### src/rtl/acbuf_pkg.sv
// Purpose: Shared constants and types of the acceleration sample buffer
// Assumes: 32-bit AHB-Lite register bus, word access only
// Notes:   Offsets are byte addresses
package acbuf_pkg;

  // ----------------------------------------------------------------
  // Register offsets
  // ----------------------------------------------------------------
  localparam logic [7:0] ACBUF_OFS_CTRL     = 8'h00;
  localparam logic [7:0] ACBUF_OFS_THRESH   = 8'h04;
  localparam logic [7:0] ACBUF_OFS_STATUS   = 8'h08;
  localparam logic [7:0] ACBUF_OFS_INT_STAT = 8'h0c;
  localparam logic [7:0] ACBUF_OFS_INT_MASK = 8'h10;
  localparam logic [7:0] ACBUF_OFS_DATA     = 8'h14;

  // ----------------------------------------------------------------
  // Field positions
  // ----------------------------------------------------------------
  localparam int ACBUF_CTRL_MODE_LSB = 0;
  localparam int ACBUF_CTRL_RES_BIT  = 2;
  localparam int ACBUF_CTRL_EN_BIT   = 3;
  localparam int ACBUF_CTRL_CLR_BIT  = 4;
  localparam int ACBUF_STAT_CNT_LSB  = 0;
  localparam int ACBUF_STAT_CNT_W    = 10;
  localparam int ACBUF_STAT_WM_BIT   = 10;
  localparam int ACBUF_STAT_EXTERNAL_TRIGGER_INPUT_BIT = 11;
  localparam int ACBUF_STAT_FULL_BIT = 12;
  localparam int ACBUF_STAT_ARMD_BIT = 13;
  localparam int ACBUF_IRQ_WM        = 0;
  localparam int ACBUF_IRQ_EXTERNAL_TRIGGER_INPUT      = 1;
  localparam int ACBUF_IRQ_FULL      = 2;
  localparam int ACBUF_N_IRQ         = 3;

  // ----------------------------------------------------------------
  // Sample layout and reset values
  // ----------------------------------------------------------------
  localparam int         ACBUF_AXIS_W      = 16;
  localparam int         ACBUF_SLOT_W      = 48;
  localparam logic [2:0] ACBUF_LAST_BYTE_HI = 3'h5;
  localparam logic [2:0] ACBUF_LAST_BYTE_LO = 3'h2;
  localparam logic [7:0] ACBUF_THRESH_RST  = 8'h00;
  localparam logic [ACBUF_N_IRQ-1:0] ACBUF_MASK_RST = 3'h0;
  localparam logic [1:0] ACBUF_HTRANS_NONSEQ = 2'h2;

  typedef enum logic [1:0] {
    ACBUF_MODE_FIFO,
    ACBUF_MODE_STREAM,
    ACBUF_MODE_TRIGGER
  } acbuf_mode_t;

  typedef struct packed {
    logic [ACBUF_AXIS_W-1:0] z;
    logic [ACBUF_AXIS_W-1:0] y;
    logic [ACBUF_AXIS_W-1:0] x;
  } acbuf_sample_t;

endpackage

### src/rtl/acbuf_sticky_bit.sv
// Purpose: One sticky interrupt status bit, cleared by writing a one
// Assumes: set and clr are single-cycle requests
// Notes:   Set wins over a clear in the same cycle
`timescale 1ns/1ps
module acbuf_sticky_bit (
  input  wire logic hclk,
  input  wire logic hresetn,
  input  wire logic set,
  input  wire logic clr,
  output logic      q
);

  typedef struct packed {
    logic flag;
  } acbuf_sticky_t;

  acbuf_sticky_t st_r;
  acbuf_sticky_t st_nxt;

  always_comb begin
    st_nxt = st_r;
    if (set) begin
      st_nxt.flag = 1'b1;
    end else if (clr) begin
      st_nxt.flag = 1'b0;
    end
  end

  always_ff @(posedge hclk or negedge hresetn) begin
    if (!hresetn) begin
      st_r <= '0;
    end else begin
      st_r <= st_nxt;
    end
  end

  assign q = st_r.flag;

endmodule

### src/rtl/acbuf_sample_store.sv
// Purpose: Flip-flop storage of sample slots, six bytes per slot
// Assumes: One write per cycle, read is combinational by index
// Notes:   Byte 0 of a slot is the first byte read out
`timescale 1ns/1ps
module acbuf_sample_store
  import acbuf_pkg::*;
#(
  parameter int CAP   = 32,
  parameter int PTR_W = 5
) (
  input  wire logic                    hclk,
  input  wire logic                    hresetn,
  input  wire logic                    wr_en,
  input  wire logic [PTR_W-1:0]        wr_idx,
  input  wire logic [ACBUF_SLOT_W-1:0] wr_data,
  input  wire logic [PTR_W-1:0]        rd_idx,
  output logic      [ACBUF_SLOT_W-1:0] rd_data
);

  typedef struct packed {
    logic [CAP-1:0][ACBUF_SLOT_W-1:0] slot;
  } acbuf_store_t;

  acbuf_store_t st_r;
  acbuf_store_t st_nxt;

  always_comb begin
    st_nxt = st_r;
    if (wr_en) begin
      st_nxt.slot[wr_idx] = wr_data;
    end
  end

  always_ff @(posedge hclk or negedge hresetn) begin
    if (!hresetn) begin
      st_r <= '0;
    end else begin
      st_r <= st_nxt;
    end
  end

  assign rd_data = st_r.slot[rd_idx];

endmodule

### src/rtl/acbuf_top.sv
// Purpose: Acceleration sample buffer with FIFO, stream and trigger modes
// Assumes: Samples arrive as one-cycle pulses at the output data rate
// Notes:   Registers over AHB-Lite, one wait state on every transfer
//
// Function
// - Each sample is stored as a run of bytes in sequence, six bytes in high resolution.
// - The write pointer names the slot for the next sample and steps one slot per stored sample.
// - In FIFO and stream mode the watermark rises when the stored count reaches the threshold.
// - In trigger mode before a trigger, a new sample at or above threshold drops the oldest one.
// - After a trigger, no more dropping; samples append until full, then collection stops.
// - A finished capture holds threshold samples from before the trigger and the rest after it.
// - FIFO mode, and trigger mode after a trigger, accept no sample while every slot is occupied.
// - Stream mode, when full, replaces the oldest sample with each new one.
// - Reading a sample removes the oldest one and lowers the count by one.
// - Samples are stored with 8 bits per axis in low resolution or 16 bits in high resolution.
// - The watermark stays high until the count falls below the threshold.
// - A trigger is a physical interrupt from a motion engine or a high external trigger input.
// - The trigger-captured flag sets on a physical interrupt with at least threshold samples stored.
//
// Chosen here: the register offsets and the AHB-Lite register port.
`timescale 1ns/1ps
module acbuf_top
  import acbuf_pkg::*;
#(
  parameter int CAP = 32
) (
  input  wire logic          hclk,
  input  wire logic          hresetn,
  input  wire logic          hsel,
  input  wire logic [31:0]   haddr,
  input  wire logic [1:0]    htrans,
  input  wire logic          hwrite,
  input  wire logic [2:0]    hsize,
  input  wire logic [31:0]   hwdata,
  input  wire logic          hready,
  output logic               hreadyout,
  output logic               hresp,
  output logic [31:0]        hrdata,
  input  wire logic          sample_valid,
  input  wire acbuf_sample_t sample_in,
  input  wire logic          phys_int,
  input  wire logic          external_trigger_input,
  output logic               watermark,
  output logic               trigger_captured_flag,
  output logic               irq
);

  // ----------------------------------------------------------------
  // Sizes and checks
  // ----------------------------------------------------------------
  localparam int PTR_W = $clog2(CAP);
  localparam int CNT_W = $clog2(CAP + 1);

  initial begin
    if (CAP < 2 || CAP > 1023) begin
      $error("acbuf_top: CAP must lie in 2..1023");
    end
  end

  typedef struct packed {
    logic                   ph_valid;
    logic                   ph_wait;
    logic                   ph_write;
    logic [7:0]             ph_addr;
    logic [31:0]            rdata;
    acbuf_mode_t            mode;
    logic                   res_hi;
    logic                   enable;
    logic [7:0]             th;
    logic [ACBUF_N_IRQ-1:0] mask;
    logic [PTR_W-1:0]       wr_ptr;
    logic [PTR_W-1:0]       rd_ptr;
    logic [CNT_W-1:0]       count;
    logic [2:0]             byte_idx;
    logic                   triggered;
    logic                   external_trigger_input_flag;
    logic                   wm;
    logic                   full_d;
  } acbuf_state_t;

  acbuf_state_t st_r;
  acbuf_state_t st_nxt;

  logic [ACBUF_SLOT_W-1:0] slot_rd;
  logic [ACBUF_SLOT_W-1:0] slot_wr;
  logic                    wr_en;
  logic [ACBUF_N_IRQ-1:0]  irq_set;
  logic [ACBUF_N_IRQ-1:0]  irq_clr;
  logic [ACBUF_N_IRQ-1:0]  irq_stat;

  function automatic logic [PTR_W-1:0] ptr_inc(input logic [PTR_W-1:0] p);
    if (p == PTR_W'(CAP - 1)) begin
      return '0;
    end
    return p + PTR_W'(1);
  endfunction

  // ----------------------------------------------------------------
  // Storage
  // ----------------------------------------------------------------
  acbuf_sample_store #(
    .CAP   (CAP),
    .PTR_W (PTR_W)
  ) u_store (
    .hclk    (hclk),
    .hresetn (hresetn),
    .wr_en   (wr_en),
    .wr_idx  (st_r.wr_ptr),
    .wr_data (slot_wr),
    .rd_idx  (st_r.rd_ptr),
    .rd_data (slot_rd)
  );

  // ----------------------------------------------------------------
  // Sticky interrupt status
  // ----------------------------------------------------------------
  for (genvar i = 0; i < ACBUF_N_IRQ; i++) begin : g_irq
    acbuf_sticky_bit u_bit (
      .hclk    (hclk),
      .hresetn (hresetn),
      .set     (irq_set[i]),
      .clr     (irq_clr[i]),
      .q       (irq_stat[i])
    );
  end

  // ----------------------------------------------------------------
  // Next state
  // ----------------------------------------------------------------
  logic [15:0]      eff_th;
  logic [15:0]      eff_th_new;
  logic [15:0]      cnt16;
  logic             full;
  logic             at_th;
  logic             bus_do;
  logic             rd_data_acc;
  logic             pop;
  logic             push;
  logic             drop;
  logic             clear;
  logic [2:0]       last_byte;
  logic [7:0]       rd_byte;
  logic [CNT_W-1:0] cnt_new;
  logic             wm_new;
  logic             full_new;

  always_comb begin
    st_nxt      = st_r;
    wr_en       = 1'b0;
    push        = 1'b0;
    drop        = 1'b0;
    clear       = 1'b0;
    irq_set     = '0;
    irq_clr     = '0;
    // Threshold above capacity is clamped, so a full buffer still meets it
    cnt16       = 16'(st_r.count);
    eff_th      = ({8'h00, st_r.th} > 16'(CAP)) ? 16'(CAP) : {8'h00, st_r.th};
    full        = (st_r.count == CNT_W'(CAP));
    at_th       = (eff_th != 16'h0000) && (cnt16 >= eff_th);
    last_byte   = st_r.res_hi ? ACBUF_LAST_BYTE_HI : ACBUF_LAST_BYTE_LO;
    rd_byte     = slot_rd[{st_r.byte_idx, 3'h0} +: 8];
    // Bus work happens in the wait-state cycle of the data phase
    bus_do      = st_r.ph_valid && st_r.ph_wait;
    rd_data_acc = bus_do && !st_r.ph_write && (st_r.ph_addr == ACBUF_OFS_DATA);
    pop         = rd_data_acc && (st_r.count != '0) && (st_r.byte_idx == last_byte);

    // Low resolution keeps the upper byte of each axis, packed in sequence
    if (st_r.res_hi) begin
      slot_wr = {sample_in.z, sample_in.y, sample_in.x};
    end else begin
      slot_wr = {24'h000000, sample_in.z[15:8], sample_in.y[15:8], sample_in.x[15:8]};
    end

    // Sample collection
    if (sample_valid && st_r.enable) begin
      case (st_r.mode)
        ACBUF_MODE_STREAM: begin
          push = 1'b1;
          drop = full && !pop;
        end
        ACBUF_MODE_TRIGGER: begin
          if (st_r.triggered) begin
            push = !full;
          end else if (eff_th != 16'h0000) begin
            push = 1'b1;
            drop = at_th && !pop;
          end
        end
        default: begin
          push = !full;
        end
      endcase
    end
    if (full && pop && st_r.mode != ACBUF_MODE_STREAM && sample_valid && st_r.enable) begin
      push = 1'b0;
    end
    wr_en = push;

    // Pointers and count
    if (push) begin
      st_nxt.wr_ptr = ptr_inc(st_r.wr_ptr);
    end
    if (pop || drop) begin
      st_nxt.rd_ptr   = ptr_inc(st_r.rd_ptr);
      st_nxt.byte_idx = 3'h0;
    end else if (rd_data_acc && st_r.count != '0) begin
      st_nxt.byte_idx = st_r.byte_idx + 3'h1;
    end
    cnt_new = st_r.count;
    if (push && !(pop || drop)) begin
      cnt_new = st_r.count + CNT_W'(1);
    end else if (!push && (pop || drop)) begin
      cnt_new = st_r.count - CNT_W'(1);
    end
    st_nxt.count = cnt_new;

    // Trigger detection
    if (st_r.mode == ACBUF_MODE_TRIGGER && !st_r.triggered && (phys_int || external_trigger_input)) begin
      st_nxt.triggered = 1'b1;
    end
    if (st_r.mode == ACBUF_MODE_TRIGGER && phys_int && (cnt16 >= eff_th) && !st_r.external_trigger_input_flag) begin
      st_nxt.external_trigger_input_flag = 1'b1;
      irq_set[ACBUF_IRQ_EXTERNAL_TRIGGER_INPUT] = 1'b1;
    end

    // Register reads and writes
    if (bus_do) begin
      st_nxt.ph_wait = 1'b0;
      if (st_r.ph_write) begin
        case (st_r.ph_addr)
          ACBUF_OFS_CTRL: begin
            case (hwdata[ACBUF_CTRL_MODE_LSB +: 2])
              2'h1:    st_nxt.mode = ACBUF_MODE_STREAM;
              2'h2:    st_nxt.mode = ACBUF_MODE_TRIGGER;
              default: st_nxt.mode = ACBUF_MODE_FIFO;
            endcase
            st_nxt.res_hi = hwdata[ACBUF_CTRL_RES_BIT];
            st_nxt.enable = hwdata[ACBUF_CTRL_EN_BIT];
            clear         = hwdata[ACBUF_CTRL_CLR_BIT];
          end
          ACBUF_OFS_THRESH:   st_nxt.th   = hwdata[7:0];
          ACBUF_OFS_INT_STAT: irq_clr     = hwdata[ACBUF_N_IRQ-1:0];
          ACBUF_OFS_INT_MASK: st_nxt.mask = hwdata[ACBUF_N_IRQ-1:0];
          default: begin
          end
        endcase
      end else begin
        case (st_r.ph_addr)
          ACBUF_OFS_CTRL: begin
            st_nxt.rdata = {27'h0000000, 1'b0, st_r.enable, st_r.res_hi, st_r.mode};
          end
          ACBUF_OFS_THRESH:   st_nxt.rdata = {24'h000000, st_r.th};
          ACBUF_OFS_STATUS: begin
            st_nxt.rdata = '0;
            st_nxt.rdata[ACBUF_STAT_CNT_LSB +: ACBUF_STAT_CNT_W] = ACBUF_STAT_CNT_W'(st_r.count);
            st_nxt.rdata[ACBUF_STAT_WM_BIT]   = st_r.wm;
            st_nxt.rdata[ACBUF_STAT_EXTERNAL_TRIGGER_INPUT_BIT] = st_r.external_trigger_input_flag;
            st_nxt.rdata[ACBUF_STAT_FULL_BIT] = full;
            st_nxt.rdata[ACBUF_STAT_ARMD_BIT] = st_r.triggered;
          end
          ACBUF_OFS_INT_STAT: st_nxt.rdata = {29'h00000000, irq_stat};
          ACBUF_OFS_INT_MASK: st_nxt.rdata = {29'h00000000, st_r.mask};
          // Empty buffer reads zero and removes nothing
          ACBUF_OFS_DATA: st_nxt.rdata = (st_r.count != '0) ? {24'h000000, rd_byte} : 32'h00000000;
          default:            st_nxt.rdata = 32'h00000000;
        endcase
      end
    end else if (st_r.ph_valid && hready) begin
      st_nxt.ph_valid = 1'b0;
    end

    // Address phase capture, only while the bus is ready
    if (hready && hreadyout && hsel && htrans == ACBUF_HTRANS_NONSEQ) begin
      st_nxt.ph_valid = 1'b1;
      st_nxt.ph_wait  = 1'b1;
      st_nxt.ph_write = hwrite;
      st_nxt.ph_addr  = haddr[7:0];
    end

    // Clear overrides any collection in the same cycle
    if (clear) begin
      wr_en            = 1'b0;
      st_nxt.wr_ptr    = '0;
      st_nxt.rd_ptr    = '0;
      st_nxt.count     = '0;
      st_nxt.byte_idx  = 3'h0;
      st_nxt.triggered = 1'b0;
      st_nxt.external_trigger_input_flag = 1'b0;
    end

    // Watermark level and edge events, against the threshold of the same edge
    eff_th_new = ({8'h00, st_nxt.th} > 16'(CAP)) ? 16'(CAP) : {8'h00, st_nxt.th};
    wm_new   = (st_nxt.mode != ACBUF_MODE_TRIGGER) && (eff_th_new != 16'h0000)
               && (16'(st_nxt.count) >= eff_th_new);
    full_new = (st_nxt.count == CNT_W'(CAP));
    st_nxt.wm     = wm_new;
    st_nxt.full_d = full_new;
    if (wm_new && !st_r.wm) begin
      irq_set[ACBUF_IRQ_WM] = 1'b1;
    end
    if (full_new && !st_r.full_d) begin
      irq_set[ACBUF_IRQ_FULL] = 1'b1;
    end
  end

  // ----------------------------------------------------------------
  // State register
  // ----------------------------------------------------------------
  always_ff @(posedge hclk or negedge hresetn) begin
    if (!hresetn) begin
      st_r      <= '0;
      st_r.mode <= ACBUF_MODE_FIFO;
      st_r.th   <= ACBUF_THRESH_RST;
      st_r.mask <= ACBUF_MASK_RST;
    end else begin
      st_r <= st_nxt;
    end
  end

  // ----------------------------------------------------------------
  // Outputs
  // ----------------------------------------------------------------
  assign hreadyout             = !(st_r.ph_valid && st_r.ph_wait);
  assign hresp                 = 1'b0;
  assign hrdata                = st_r.rdata;
  assign watermark             = st_r.wm;
  assign trigger_captured_flag = st_r.external_trigger_input_flag;
  // Level output, low as soon as software clears or masks the cause
  assign irq                   = |(irq_stat & st_r.mask);

endmodule

### config.mk
export PLATFORM = sky130hd
export DESIGN_NAME = acbuf_top
export DESIGN_NICKNAME = d
export VERILOG_FILES = /design/src/rtl/acbuf_pkg.sv /design/src/rtl/acbuf_sticky_bit.sv /design/src/rtl/acbuf_sample_store.sv /design/src/rtl/acbuf_top.sv
export SDC_FILE = /design/constraint.sdc
export NUM_CORES = 2
export LEC_CHECK = 0
export ABC_AREA = 1
export BUFFER_PORTS_ARGS = -buffer_cell sky130_fd_sc_hd__buf_2
export CORE_MARGIN = 4
export CORE_UTILIZATION = 36
export CTS_BUF_LIST = sky130_fd_sc_hd__clkbuf_8
export CTS_CLUSTER_DIAMETER = 80
export CTS_CLUSTER_SIZE = 40
export DETAILED_ROUTE_END_ITERATION = 12
export PLACE_DENSITY = 0.58
export SYNTH_ARGS = -nofsm -noshare
export SYNTH_HDL_FRONTEND = slang
export SYNTH_SLANG_ARGS = --single-unit
### constraint.sdc
create_clock -name hclk -period 10.03 [get_ports hclk]
set_input_delay 2.5075 -clock hclk [delete_from_list [all_inputs] [get_ports hclk]]
set_output_delay 2.5075 -clock hclk [all_outputs]
set_load 0.05 [all_outputs]
==> impl_results.md <==
* Outcome: finished clean
* Largest net degree at the start of global routing at 200
* Final TNS setup at 0 ns
* Share of cells above drive strength 1 at 5.36%
* Clk_lat worst skew at 1.00 ns
* R2R Path End: hrdata[7]
* Final hold vios at 0
* CTS Sinks at 1,600
* Final Setup Violations at 0
* CTS max path bufs at 3
* Asr flop ratio synth at 100%
* Die X at 461 um
* Worst Max-Slew Pin Slew at 1.21 ns
* EDFF count, synth at 0
* DR WL/cell at 21.7 um
* Via/cell ratio at 5.48
* Final worst path period need at 4.66 ns
* Worst path required time at 10.88 ns
* Starting Density at 36.2%
* Area of the core at 205,000 um2
* Min-delay worst type: register to register
* Vias at 62,200
* Port Buf Inserts at 89
* Max-slew violations at 0
* Sequential fraction of the synthesis area at 54.1%
* Post-DRT Antenna Nets at 0
* Initial antenna violation count at 2
* Utilization after layout at 38.1%
* CTS tree: built
* Std cell rows at 166
* Ratio of final minimum period to clock period at 46.5%
* Net Sw Frac at 36.4%
* Leakage at 0.0353 uW
* PostCTS Resize Cnt at 0
* Yosys warnings at 0
* Hold-fix buffer count after cts at 0
* Total die area at 213,000 um2
* Hold path start: u_store.st_r[75]
* Reg power frac at 54.5%
* #FFs+latches synth at 1,600
* Worst setup EP type: register
* Max rail drop VDD at 0.111 mV
* # Post-CTS Setup Buffers at 0
* Post-synth top flop: dfrtp_1
* Critical R2R Launch: st_r[13]
* Final wirelength at 246 mm
* R2R depth at 14
* Layout area overhead at 5.35%
* Die Height at 461 um
* Critical path's top delay family: buffers and inverters
* Critical Path, Cell by Cell: buf_12, buf_4, o21ai_0, a21oi_1, o21ai_0, nand3_1, nand3_1, nand3_1, nand3_1, nand3b_1, nand2_1, nand2_1, nand2_1, nand2_1
* Worst Path Buf+Inv at 2
* Hpwl dp at 128 mm
* Worst path max stage delay at 0.84 ns
* Mapped Area at 74,000 um2
* Post-route clock skew at 0.123 ns
* Overflow after GRT at 0
* H-tree depth at 3
* Residual DRC at 0
* I/O pin count at 162
* Number of global-route vias before repair at 58,400
* Hold path depth at 2
* Cell count after synthesis at 9,069
* PD cells at 240 nW/um2
* Initial detailed-routing violation count at 7,067
* Max Cap Violations at 0
* RSZ-0062 raised after global routing: false
* Gr usage total at 22.7%
* Distinct cells, synth at 48
* Final #Nets at 8,714
* First-pass GRT wire length at 372 mm
* CTS clk-pin slew, worst paths at 0.13 ns
* CP arrival at 5.51 ns
* Clk root buf: clkbuf_8
* Internal at 11,900 uW
* R2r setup slk at 5.37 ns
* Slowest-stage cell, CP: dfrtp_4
* GP Congestion at 0.829
* Mapped Avg Cell Area at 8.16 um2
* CTS Buf Count at 100
* Comb pwr share at 24.8%
* Worst setup SP type: register
* Fmax at 0.214 GHz
* Critical path class: register to register
* Max FO, Critical Path at 193
* End of the worst hold path: u_store.st_r[75]
* Psw at 6830 uW
* Detailed Routing Iterations Pass 1 at 6
* Clock power share at 20.7%
* Slew HR at 19.6%
[placed cells by master, fill, tap and decap left out, drive strengths merged, types with 2 or more instances in the layout]
cell type / instances
nand4: 6
dfrtp: 1600
mux2i: 3
xnor2: 2
nand3: 288
inv: 552
clkinv: 40
o21ai: 2495
nand2: 2092
o31ai: 15
clkinvlp: 3
conb: 21
o311ai: 3
nor2: 555
o32ai: 3
a22oi: 2
o211ai: 16
a21oi: 369
nor4: 9
ha: 24
clkbuf: 102
nor3: 30
a31oi: 3
o22ai: 172
o221ai: 10
diode: 3
buf: 194
o21a: 11
a211oi: 12
xor2: 7
nand3b: 6
[Yosys cell counts (60+ instances only)]
library cell | n | area (um2)
dfrtp_1 | 1600 | 40000
o22ai_1 | 172 | 1080
o21ai_0 | 2393 | 12000
clkbuf_1 | 532 | 2000
nor2_1 | 532 | 2000
a21oi_1 | 369 | 1850
o21ai_1 | 102 | 510
buf_2 | 158 | 791
nand2_1 | 2085 | 7830
inv_1 | 475 | 1780
buf_4 | 60 | 450
nand3_1 | 288 | 1440
[metal layers]
layer	up-vias	GRT usage (%)	routed length, um
li1	28800	-	-
met1	30600	31.2	107000
met2	2337	36.9	113000
met3	390	2.68	16100
met4	2	8.47	9520
met5	-	0	7
[state kept, by name (all words and copies together) (netlist names)]
signal and cells:
cnt16 6, hrdata 12, g_irq.u_bit.q 3, st_r 41, trigger_captured_flag 1, u_store.st_r 1536, watermark 1
[worst max path at each step]
| stage | slack (ns) | start | endpoint | cells past startpoint |
|---|---|---|---|---|
| after floorplan | 5.40 | sample_valid | g_irq[0].u_bit.q | 19 |
| after global placement | 4.45 | hwdata[4] | g_irq[0].u_bit.q | 15 |
| after detailed placement | 4.50 | hwdata[4] | g_irq[0].u_bit.q | 15 |
| after CTS | 5.44 | st_r[13] | hrdata[7] | 16 |
| after global routing | 5.13 | st_r[32] | g_irq[0].u_bit.q | 30 |
| final | 5.37 | st_r[13] | hrdata[7] | 14 |
[power by group through the flow]
stage | logic, uW | clock network (uW) | registers (uW)
2_1_floorplan | 3530 | 0 | 9990
3_3_place_gp | 4480 | 0 | 10200
3_5_place_dp | 4640 | 0 | 10300
4_1_cts | 4660 | 4000 | 10200
5_1_grt | 5450 | 4220 | 10500
6_report | 4650 | 3890 | 10200
[cell families (layout without fill, tap and decap cells)]
kind of cell	count (synthesis)	after routing	synth area share, %
compound gates	3115	3115	21.6
simple gates	2989	2989	16.1
xor+xnor	9	9	0.106
flops	1600	1600	54.1
other cells	1	24	0.00507
fa+ha+maj	24	24	0.406
mux	3	3	0.0406
buf+inv	1328	891	7.66
[worst min-delay path, cell delays in order, from the launching register on]
cell	delay (ns)
dfrtp_1	0.35
nand2_1	0.05
o21ai_0	0.06
[through the flow]
stage	std cells	power [uW]	hold slack, ns	cell area, um2	worst slack, ns
finish	11300	18800	0.492	78000	5.37
global placement	11200	14700	0.459	75300	4.45
detailed placement	11200	15000	0.465	75300	4.50
global route	11300	20200	0.507	78000	5.13
floorplan	9089	13500	0.444	74100	5.40
CTS	11300	18800	0.497	78000	5.44
[area by class of cell]
| cell class | count | area (um2) |
|---|---|---|
| tap | 2688 | 3360 |
| timing repair buffer | 194 | 1450 |
| multi-input combinational | 6161 | 28500 |
| inverter | 508 | 1970 |
| antenna | 3 | 7.51 |
| clock buffer | 102 | 1400 |
| clock inverter | 87 | 1280 |
| sequential | 1600 | 40100 |
| fill | 20900 | 127000 |
Power figures use the tool's default switching activity.
